$ cat src/rtl/oss_defines.svh
`ifndef OSS_DEFINES_SVH
`define OSS_DEFINES_SVH
// ==========================================================
// register byte offsets
`define OSS_OFF_REQ 12'h000
`define OSS_OFF_CUR 12'h004
`define OSS_OFF_CTL 12'h008
`define OSS_OFF_RDY 12'h00C
`define OSS_OFF_FRQ 12'h010
`define OSS_OFF_TUN 12'h014
`define OSS_OFF_IST 12'h018
`define OSS_OFF_IMSK 12'h01C
// ==========================================================
// source codes
`define OSS_SRC_EXT 3'h7
`define OSS_SRC_HF 3'h6
`define OSS_SRC_LF 3'h5
`define OSS_SRC_SEC 3'h4
`define OSS_SRC_RES3 3'h3
`define OSS_SRC_PLL 3'h2
`define OSS_SRC_RES1 3'h1
`define OSS_SRC_HF64 3'h0
// ==========================================================
// divider and frequency codes
`define OSS_DIV_1 4'h0
`define OSS_DIV_4 4'h2
`define OSS_DIV_MAX 4'h9
`define OSS_FRQ_4M 4'h2
`define OSS_FRQ_64M 4'h8
`define OSS_FRQ_MAX 4'h8
// ==========================================================
// bit positions
`define OSS_CTL_HOLD 7
`define OSS_CTL_SPWR 6
`define OSS_CTL_DONE 4
`define OSS_CTL_NRDY 3
`define OSS_IRQ_SW 0
`define OSS_IRQ_DONE 1
`endif

$ cat src/rtl/oss_pkg.sv
`default_nettype none
package oss_pkg;
   typedef logic [2:0] oss_src_t;
   typedef logic [3:0] oss_div_t;
   typedef enum logic [2:0] {
      OSS_IDLE = 3'b001,
      OSS_WAIT = 3'b010,
      OSS_HOLD = 3'b100
   } oss_state_t;
endpackage
`default_nettype wire

$ cat src/rtl/oss_regs.sv
// Notes on behaviour
// [RULE1] reset config picks initial source, divider, frequency
// [RULE2] current source read-only in bits 6:4
// [RULE3] current divider read-only in bits 3:0
// [RULE4] current fields show values after reset
// [RULE5] hold set: defer switch, raise interrupt
// [RULE6] hold clear: flag ready, switch automatically
// [RULE7] hold bit software rw, hardware clears
// [RULE8] bit 6 selects secondary power mode
// [RULE9] done flag when requested equals current
// [RULE10] new-ready only during switch with ready
// [RULE11] ready flag sets, switch next cycle
// [RULE12] per-oscillator ready flags, bits 7 to 2
// [RULE13] pll ready in bit 0 only usable
// [RULE14] frequency select codes 0 to 8
// [RULE15] signed six-bit trim, resets zero
// [RULE16] source codes with reserved values
// [RULE17] divider codes 0 to 9
// [RULE18] current fields change at switch instant
//
// The APB register port and the register addresses were chosen for this implementation.
`include "oss_defines.svh"
`default_nettype none
module oss_regs (
   input wire logic core_clk,
   input wire logic rst,
   input wire logic [2:0] reset_source_config,
   input wire logic external_osc_ready_in,
   input wire logic fast_internal_ready_in,
   input wire logic medium_internal_ready_in,
   input wire logic low_internal_ready_in,
   input wire logic secondary_osc_ready_in,
   input wire logic converter_osc_ready_in,
   input wire logic pll_enabled_in,
   input wire logic pll_locked_in,
   input wire logic [11:0] paddr,
   input wire logic psel,
   input wire logic penable,
   input wire logic pwrite,
   input wire logic [31:0] pwdata,
   input wire logic [3:0] pstrb,
   output logic [31:0] prdata,
   output logic pready,
   output logic pslverr,
   output oss_pkg::oss_src_t current_source_sel,
   output oss_pkg::oss_div_t current_divider,
   output oss_pkg::oss_src_t requested_source,
   output oss_pkg::oss_div_t requested_divider,
   output logic [3:0] internal_freq_code,
   output logic [5:0] freq_trim,
   output logic secondary_power_mode,
   output logic irq
);
   import oss_pkg::*;

   // ==========================================================
   // input synchronisation
   logic [5:0] rdy_raw;
   logic [5:0] rdy_s;
   logic [1:0] pll_raw;
   logic [1:0] pll_s;
   assign rdy_raw = {external_osc_ready_in, fast_internal_ready_in, medium_internal_ready_in,
                     low_internal_ready_in, secondary_osc_ready_in, converter_osc_ready_in};
   assign pll_raw = {pll_enabled_in, pll_locked_in};

   oss_sync #(.W(8)) u_sync (
      .core_clk(core_clk),
      .rst(rst),
      .d({rdy_raw, pll_raw}),
      .q({rdy_s, pll_s})
   );

   // ==========================================================
   // state
   oss_src_t cur_src_r;
   oss_div_t cur_div_r;
   oss_src_t req_src_r;
   oss_div_t req_div_r;
   logic [3:0] frq_r;
   logic [5:0] tun_r;
   logic hold_r;
   logic spwr_r;
   logic init_r;
   logic [1:0] ist_r;
   logic [1:0] imsk_r;
   logic [31:0] prdata_r;
   oss_state_t st_r;
   oss_state_t st_nxt;

   // ==========================================================
   // bus decode
   logic wr_en;
   logic rd_en;
   logic addr_ok;
   logic wr_lo;
   logic hit_req;
   logic hit_cur;
   logic hit_ctl;
   logic hit_rdy;
   logic hit_frq;
   logic hit_tun;
   logic hit_ist;
   logic hit_imsk;
   logic wr_req;
   logic wr_ctl;
   logic wr_frq;
   logic wr_tun;
   logic wr_ist;
   logic wr_imsk;

   // transfer qualifiers, access phase only
   assign wr_en = psel && penable && pwrite;
   assign rd_en = psel && penable && !pwrite;
   // writes land only with the low byte lane enabled
   assign wr_lo = pstrb[0];

   // one hit per mapped word
   assign hit_req = (paddr == `OSS_OFF_REQ);
   assign hit_cur = (paddr == `OSS_OFF_CUR);
   assign hit_ctl = (paddr == `OSS_OFF_CTL);
   assign hit_rdy = (paddr == `OSS_OFF_RDY);
   assign hit_frq = (paddr == `OSS_OFF_FRQ);
   assign hit_tun = (paddr == `OSS_OFF_TUN);
   assign hit_ist = (paddr == `OSS_OFF_IST);
   assign hit_imsk = (paddr == `OSS_OFF_IMSK);
   assign addr_ok = hit_req || hit_cur || hit_ctl || hit_rdy || hit_frq || hit_tun || hit_ist || hit_imsk;

   // per-register write strobes; the current and ready words have none
   assign wr_req = wr_en && wr_lo && hit_req;
   assign wr_ctl = wr_en && wr_lo && hit_ctl;
   assign wr_frq = wr_en && wr_lo && hit_frq;
   assign wr_tun = wr_en && wr_lo && hit_tun;
   assign wr_ist = wr_en && wr_lo && hit_ist;
   assign wr_imsk = wr_en && wr_lo && hit_imsk;

   // zero wait states; unmapped words flag an error
   assign pready = 1'b1;
   assign pslverr = psel && penable && !addr_ok;

   // ==========================================================
   // oscillator readiness
   logic pll_rdy;
   logic sel_rdy;
   logic pending;
   logic src_ok;
   assign pll_rdy = pll_s[1] && pll_s[0] && rdy_s[5]; // [RULE13]
   assign pending = (req_src_r != cur_src_r) || (req_div_r != cur_div_r); // [RULE9]

   // ready of the requested source
   always_comb begin
      case (req_src_r) // [RULE16]
         `OSS_SRC_EXT: sel_rdy = rdy_s[5];
         `OSS_SRC_HF: sel_rdy = rdy_s[4];
         `OSS_SRC_LF: sel_rdy = rdy_s[2];
         `OSS_SRC_SEC: sel_rdy = rdy_s[1];
         `OSS_SRC_PLL: sel_rdy = pll_rdy;
         default: sel_rdy = 1'b0;
      endcase
   end

   // reserved source writes are ignored
   always_comb begin
      case (pwdata[6:4])
         `OSS_SRC_RES3, `OSS_SRC_RES1, `OSS_SRC_HF64: src_ok = 1'b0; // [RULE16]
         default: src_ok = 1'b1;
      endcase
   end

   // ==========================================================
   // switch sequencer
   logic do_switch;
   logic nrdy;
   assign nrdy = (st_r == OSS_HOLD) || (st_r == OSS_WAIT && sel_rdy && pending); // [RULE10]
   assign do_switch = (st_r == OSS_WAIT) && pending && sel_rdy && !hold_r; // [RULE6] [RULE11]

   // next state
   always_comb begin
      st_nxt = st_r;
      case (st_r)
         OSS_IDLE: begin
            if (pending) begin
               st_nxt = OSS_WAIT;
            end
         end
         OSS_WAIT: begin
            if (!pending || do_switch) begin
               st_nxt = OSS_IDLE;
            end else if (sel_rdy && hold_r) begin
               st_nxt = OSS_HOLD; // [RULE5]
            end
         end
         OSS_HOLD: begin
            if (!pending) begin
               st_nxt = OSS_IDLE;
            end else if (!hold_r || !sel_rdy) begin
               st_nxt = OSS_WAIT;
            end
         end
         default: st_nxt = OSS_IDLE;
      endcase
   end

   // state register
   always_ff @(posedge core_clk) begin
      if (rst) begin
         st_r <= OSS_IDLE;
      end else begin
         st_r <= st_nxt;
      end
   end

   // reset defaults caught one edge after release
   always_ff @(posedge core_clk) begin
      if (rst) begin
         init_r <= 1'b1;
      end else begin
         init_r <= 1'b0;
      end
   end

   // current and requested selection
   always_ff @(posedge core_clk) begin
      if (rst) begin
         cur_src_r <= `OSS_SRC_HF;
         cur_div_r <= `OSS_DIV_4;
         req_src_r <= `OSS_SRC_HF;
         req_div_r <= `OSS_DIV_4;
      end else if (init_r) begin
         case (reset_source_config) // [RULE1] [RULE4]
            `OSS_SRC_HF64: begin
               cur_src_r <= `OSS_SRC_HF;
               cur_div_r <= `OSS_DIV_1;
               req_src_r <= `OSS_SRC_HF;
               req_div_r <= `OSS_DIV_1;
            end
            `OSS_SRC_EXT, `OSS_SRC_LF, `OSS_SRC_SEC, `OSS_SRC_PLL: begin
               cur_src_r <= reset_source_config;
               cur_div_r <= `OSS_DIV_1;
               req_src_r <= reset_source_config;
               req_div_r <= `OSS_DIV_1;
            end
            default: begin
               cur_src_r <= `OSS_SRC_HF;
               cur_div_r <= `OSS_DIV_4;
               req_src_r <= `OSS_SRC_HF;
               req_div_r <= `OSS_DIV_4;
            end
         endcase
      end else begin
         if (do_switch) begin
            cur_src_r <= req_src_r; // [RULE18]
            cur_div_r <= req_div_r;
         end
         if (wr_req && src_ok && pwdata[3:0] <= `OSS_DIV_MAX) begin
            req_src_r <= pwdata[6:4]; // [RULE17]
            req_div_r <= pwdata[3:0];
         end
      end
   end

   // frequency select
   always_ff @(posedge core_clk) begin
      if (rst) begin
         frq_r <= `OSS_FRQ_4M;
      end else if (init_r) begin
         frq_r <= (reset_source_config == `OSS_SRC_HF64) ? `OSS_FRQ_64M : `OSS_FRQ_4M; // [RULE1]
      end else if (wr_frq && pwdata[3:0] <= `OSS_FRQ_MAX) begin
         frq_r <= pwdata[3:0]; // [RULE14]
      end
   end

   // trim
   always_ff @(posedge core_clk) begin
      if (rst) begin
         tun_r <= 6'h00; // [RULE15]
      end else if (wr_tun) begin
         tun_r <= pwdata[5:0]; // [RULE15]
      end
   end

   // hold and power mode
   always_ff @(posedge core_clk) begin
      if (rst) begin
         hold_r <= 1'b0; // [RULE7]
         spwr_r <= 1'b0; // [RULE8]
      end else if (wr_ctl) begin
         hold_r <= pwdata[`OSS_CTL_HOLD]; // [RULE7]
         spwr_r <= pwdata[`OSS_CTL_SPWR]; // [RULE8]
      end else if (!pending) begin
         hold_r <= 1'b0; // [RULE7]
      end
   end

   // ==========================================================
   // interrupts: set wins over write-one clear
   logic [1:0] ev;
   assign ev[`OSS_IRQ_SW] = (st_r == OSS_WAIT) && (st_nxt == OSS_HOLD); // [RULE5]
   assign ev[`OSS_IRQ_DONE] = do_switch;

   always_ff @(posedge core_clk) begin
      if (rst) begin
         ist_r <= 2'h0;
      end else if (wr_ist) begin
         ist_r <= (ist_r & ~pwdata[1:0]) | ev;
      end else begin
         ist_r <= ist_r | ev;
      end
   end

   // mask
   always_ff @(posedge core_clk) begin
      if (rst) begin
         imsk_r <= 2'h0;
      end else if (wr_imsk) begin
         imsk_r <= pwdata[1:0];
      end
   end

   assign irq = |(ist_r & imsk_r);

   // ==========================================================
   // read views of the status words
   logic [7:0] ctl_view;
   logic [7:0] rdy_view;
   // control word: hold, power, done, new-ready
   assign ctl_view = {hold_r, spwr_r, 1'b0, !pending, nrdy, 3'h0}; // [RULE9] [RULE10]
   // ready word: bit 1 is unused and reads zero
   assign rdy_view = {rdy_s, 1'b0, pll_rdy}; // [RULE12] [RULE13]

   // ==========================================================
   // read data, captured in the setup cycle
   always_ff @(posedge core_clk) begin
      if (rst) begin
         prdata_r <= 32'h0000_0000;
      end else if (psel && !penable && !pwrite) begin
         case (paddr)
            `OSS_OFF_REQ: prdata_r <= {25'h000_0000, req_src_r, req_div_r};
            `OSS_OFF_CUR: prdata_r <= {25'h000_0000, cur_src_r, cur_div_r}; // [RULE2] [RULE3]
            `OSS_OFF_CTL: prdata_r <= {24'h00_0000, ctl_view}; // [RULE9] [RULE10]
            `OSS_OFF_RDY: prdata_r <= {24'h00_0000, rdy_view}; // [RULE12] [RULE13]
            `OSS_OFF_FRQ: prdata_r <= {28'h000_0000, frq_r};
            `OSS_OFF_TUN: prdata_r <= {26'h000_0000, tun_r};
            `OSS_OFF_IST: prdata_r <= {30'h0000_0000, ist_r};
            `OSS_OFF_IMSK: prdata_r <= {30'h0000_0000, imsk_r};
            default: prdata_r <= 32'h0000_0000;
         endcase
      end
   end

   // read data shows only in the access cycle of a read
   assign prdata = rd_en ? prdata_r : 32'h0000_0000;
   // field outputs straight from their registers
   assign current_source_sel = cur_src_r;
   assign current_divider = cur_div_r;
   assign requested_source = req_src_r;
   assign requested_divider = req_div_r;
   assign internal_freq_code = frq_r;
   assign freq_trim = tun_r;
   assign secondary_power_mode = spwr_r;
endmodule // oss_regs
`default_nettype wire

$ cat src/rtl/oss_sync.sv
`default_nettype none
// ==========================================================
// two-flop synchroniser per bit
module oss_sync #(
   parameter int W = 8
) (
   input wire logic core_clk,
   input wire logic rst,
   input wire logic [W-1:0] d,
   output logic [W-1:0] q
);
   logic [W-1:0] meta_r;
   // first stage feeds only the second
   always_ff @(posedge core_clk) begin
      if (rst) begin
         meta_r <= '0;
         q <= '0;
      end else begin
         meta_r <= d;
         q <= meta_r;
      end
   end
endmodule // oss_sync
`default_nettype wire

$ cat config.mk
export PLATFORM = sky130hd
export DESIGN_NAME = oss_regs
export DESIGN_NICKNAME = d
export VERILOG_FILES = /design/src/rtl/oss_pkg.sv /design/src/rtl/oss_regs.sv /design/src/rtl/oss_sync.sv
export VERILOG_INCLUDE_DIRS = /design/src /design/src/rtl
export SDC_FILE = /design/constraint.sdc
export NUM_CORES = 1
export LEC_CHECK = 0
export BUFFER_PORTS_ARGS = -buffer_cell sky130_fd_sc_hd__clkbuf_2
export CORE_MARGIN = 3
export CORE_UTILIZATION = 40
export DETAILED_ROUTE_END_ITERATION = 10
export GPL_TIMING_DRIVEN = 0
export HOLD_SLACK_MARGIN = 0.06
export PLACE_DENSITY = 0.67
export SKIP_LAST_GASP = 1
export SLEW_MARGIN = 20
export SYNTH_ARGS = -nofsm -noshare
export SYNTH_HDL_FRONTEND = slang
export SYNTH_SLANG_ARGS = --single-unit
$ cat constraint.sdc
create_clock -name core_clk -period 2.1 [get_ports core_clk]
set_input_delay 0.21 -clock core_clk [delete_from_list [all_inputs] [get_ports core_clk]]
set_output_delay 0.21 -clock core_clk [all_outputs]
set_load 0.02 [all_outputs]
==> results.sh <==
export IMPL_gr_total_overflow=0
export IMPL_cp_max_fo=8
export IMPL_cts_root_buffer="clkbuf_8"
export IMPL_synthArstFlopShare_pct=0
export IMPL_clk_pin_slew_ns=0.07
export IMPL_crit_required_ns=2.34
export IMPL_place_gp_congestion=0.884
export IMPL_synth_cells=337
export IMPL_fin_ws_ns=0.104
export IMPL_fp_dieH_um=93.2
export IMPL_clockBufferDepth=2
export IMPL_maxSlewHeadroom_pct=53.2
export IMPL_drv_cap=0
export IMPL_avgSynthCellArea_um2=9.02
export IMPL_reg2reg_to="prdata_r[3]$_SDFFE_PP0P_"
export IMPL_antenna_found_initial=0
export IMPL_post_route_period_util_pct=95.1
export IMPL_ys_warn_count=0
export IMPL_syn_to_final_growth_pct=26.2
export IMPL_cp_arrival_ns=2.23
export IMPL_worst_clock_skew_ns=0.00635
export IMPL_clock_sinks=58
export IMPL_synth_edff_count=0
export IMPL_worstSetupStartpointType="register"
export IMPL_hpwl_um=6270
export IMPL_drv_slew=0
export IMPL_fillCellCount=703
export IMPL_max_slew_worst_pin_slew_ns=0.696
export IMPL_syn_area_um2=3040
export IMPL_first_pass_iters=4
export IMPL_wl_um=7930
export IMPL_antenna_left=0
export IMPL_rsz0062_at_grt="no"
export IMPL_powerDensity_nw_per_um2=706
export IMPL_synth_distinct_cells=59
export IMPL_p_leak_uw=0.00162
export IMPL_cts_max_level=3
export IMPL_drt_first_iter_violations=105
export IMPL_criticalPathCategory="register to register"
export IMPL_reg2regPathDepth=6
export IMPL_route_vias_total=2731
export IMPL_irDropWorstVdd_mv=0.503
export IMPL_core_area_um2=7330
export IMPL_grt_max_degree=13
export IMPL_post_cts_buffers=0
export IMPL_synth_ff_type="dfxtp_1"
export IMPL_diodes=0
export IMPL_first_global_vias=2530
export IMPL_r2r_start="requested_source[0]$_SDFFE_PP0P_"
export IMPL_rrSetupSlack_ns=0.10
export IMPL_fp_dieArea_um2=8680
export IMPL_status="finished clean"
export IMPL_finalCriticalPeriod_ns=2.00
export IMPL_start_util_pct=41.5
export IMPL_fp_dieW_um=93.2
export IMPL_seq_area_frac_synth_pct=38.2
export IMPL_cts_buffers=9
export IMPL_post_route_drc_count=0
export IMPL_core_rowCount=31
export IMPL_routedWlPerCell_um=14.6
export IMPL_grt_usage_pct=18.8
export IMPL_cp_startpoint="requested_source[0]$_SDFFE_PP0P_"
export IMPL_place_ws_ns=-0.269
export IMPL_whs_ns=0.0705
export IMPL_insertion_delay_ns=0.34
export IMPL_setup_worst_path_end="prdata_r[3]$_SDFFE_PP0P_"
export IMPL_num_io_pins=124
export IMPL_synth_seq_cells=58
export IMPL_cp_end_kind="register"
export IMPL_viasPerCell=5.03
export IMPL_hold_path_class="input port to register"
export IMPL_setup_viol=0
export IMPL_cts_tree="done"
export IMPL_portBuffers=68
export IMPL_final_cell_mix="clkbuf_2, dfxtp_1, nor2_1"
export IMPL_drive_above_1_share_pct=30.0
export IMPL_mostFrequentLayoutCell="clkbuf_2"
export IMPL_finalHoldViolations=0
export IMPL_grt_pass1_wl_um=12700
export IMPL_max_freq_ghz=0.501
export IMPL_final_nets=503
==> kinds of logic after synthesis <==
kind of cell	count (synthesis)	share of synthesized area, %
flops	58	38.2
simple gates	123	23.5
xor+xnor	7	2.02
mux	29	11.0
buf+inv	52	9.76
compound gates	66	15.3
other cells	2	0.247
==> critical path, stage by stage (launching register included) <==
cell and delay (ns):
dfxtp_1 0.54, xnor2_1 0.16, nand4_1 0.12, or2_2 0.30, clkbuf_1 0.18, a311o_1 0.34, a32o_1 0.24
==> report_power, final <==
| part | switching [uW] | total (uW) | internal [uW] |
|---|---|---|---|
| combinational | 221 | 373 | 152 |
| clock | 483 | 1160 | 677 |
| sequential | 37.7 | 1170 | 1140 |
| total | 742 | 2710 | 1960 |
==> cell type report <==
| type | instances | area, um^2 | area share (%) |
|---|---|---|---|
| Clock inverter | 7 | 103 | 2.68 |
| Timing Repair Buffer | 70 | 360 | 9.40 |
| Buffer | 41 | 255 | 6.66 |
| Inverter | 9 | 33.8 | 0.881 |
| Clock buffer | 9 | 124 | 3.23 |
| Sequential cell | 58 | 1160 | 30.3 |
| Multi-Input combinational cell | 250 | 1670 | 43.6 |
| Tap cell | 99 | 124 | 3.23 |
==> stage by stage <==
step	area (um^2)	power, uW	util (%)	instances	setup TNS, ns
finish	3830	2710	52.3	543	0
global route	3830	2810	52.3	543	0
CTS	3830	2720	52.3	543	0
detailed placement	3590	1570	49.0	527	-1.12
global placement	3590	1560	49.0	527	-0.575
floorplan	3130	1450	-	360	0
==> how the worst min path moves through the flow <==
stage          slack (ns)                     endpoint                    from  depth (start not counted)
2_1_floorplan        0.24               init_r$_DFF_P_                     rst                          0
5_1_grt              0.09  u_sync.meta_r[6]$_SDFF_PP0_  fast_internal_ready_in                          2
4_1_cts              0.06  u_sync.meta_r[7]$_SDFF_PP0_   external_osc_ready_in                          2
3_3_place_gp         0.33               init_r$_DFF_P_                     rst                          1
3_5_place_dp         0.33               init_r$_DFF_P_                     rst                          1
6_report             0.07  u_sync.meta_r[3]$_SDFF_PP0_  secondary_osc_ready_in                          2
==> repair_timing <==
action                     CTS  global route
setup endpoints to repair    9             4
hold buffers                 2             0
resized for setup            1             1
hold endpoints to repair     2             0
==> routing by layer <==
layer	global-route usage (%)	vias to the layer above	share of wire [%]
li1	-	1349	-
met1	23.4	1274	42
met2	31.1	97	49
met3	5.63	11	8.0
met4	5.74	0	1.0
met5	0	-	0
==> flip-flops by register name, summed over array words and instances (netlist names), 4 cells and up <==
| name | cells |
|---|---|
| u_sync.meta_r | 8 |
| internal_freq_code | 4 |
| prdata_r | 8 |
| current_divider | 4 |
| u_sync.q | 8 |
| freq_trim | 6 |
| requested_divider | 4 |
==> cell usage after synthesis, types with 8 or more instances <==
master / n / area [um^2]
nor2_1: 32 / 120
a21oi_1: 15 / 75.1
dfxtp_1: 58 / 1160
nand2_1: 15 / 56.3
nor2b_1: 22 / 138
nand3_1: 9 / 45.0
o21ai_0: 13 / 65.1
mux2i_1: 24 / 240
inv_1: 8 / 30.0
clkbuf_1: 12 / 45.0
and2_1: 9 / 56.3
buf_4: 26 / 195
Note: power is estimated with default switching activity, not from simulation.
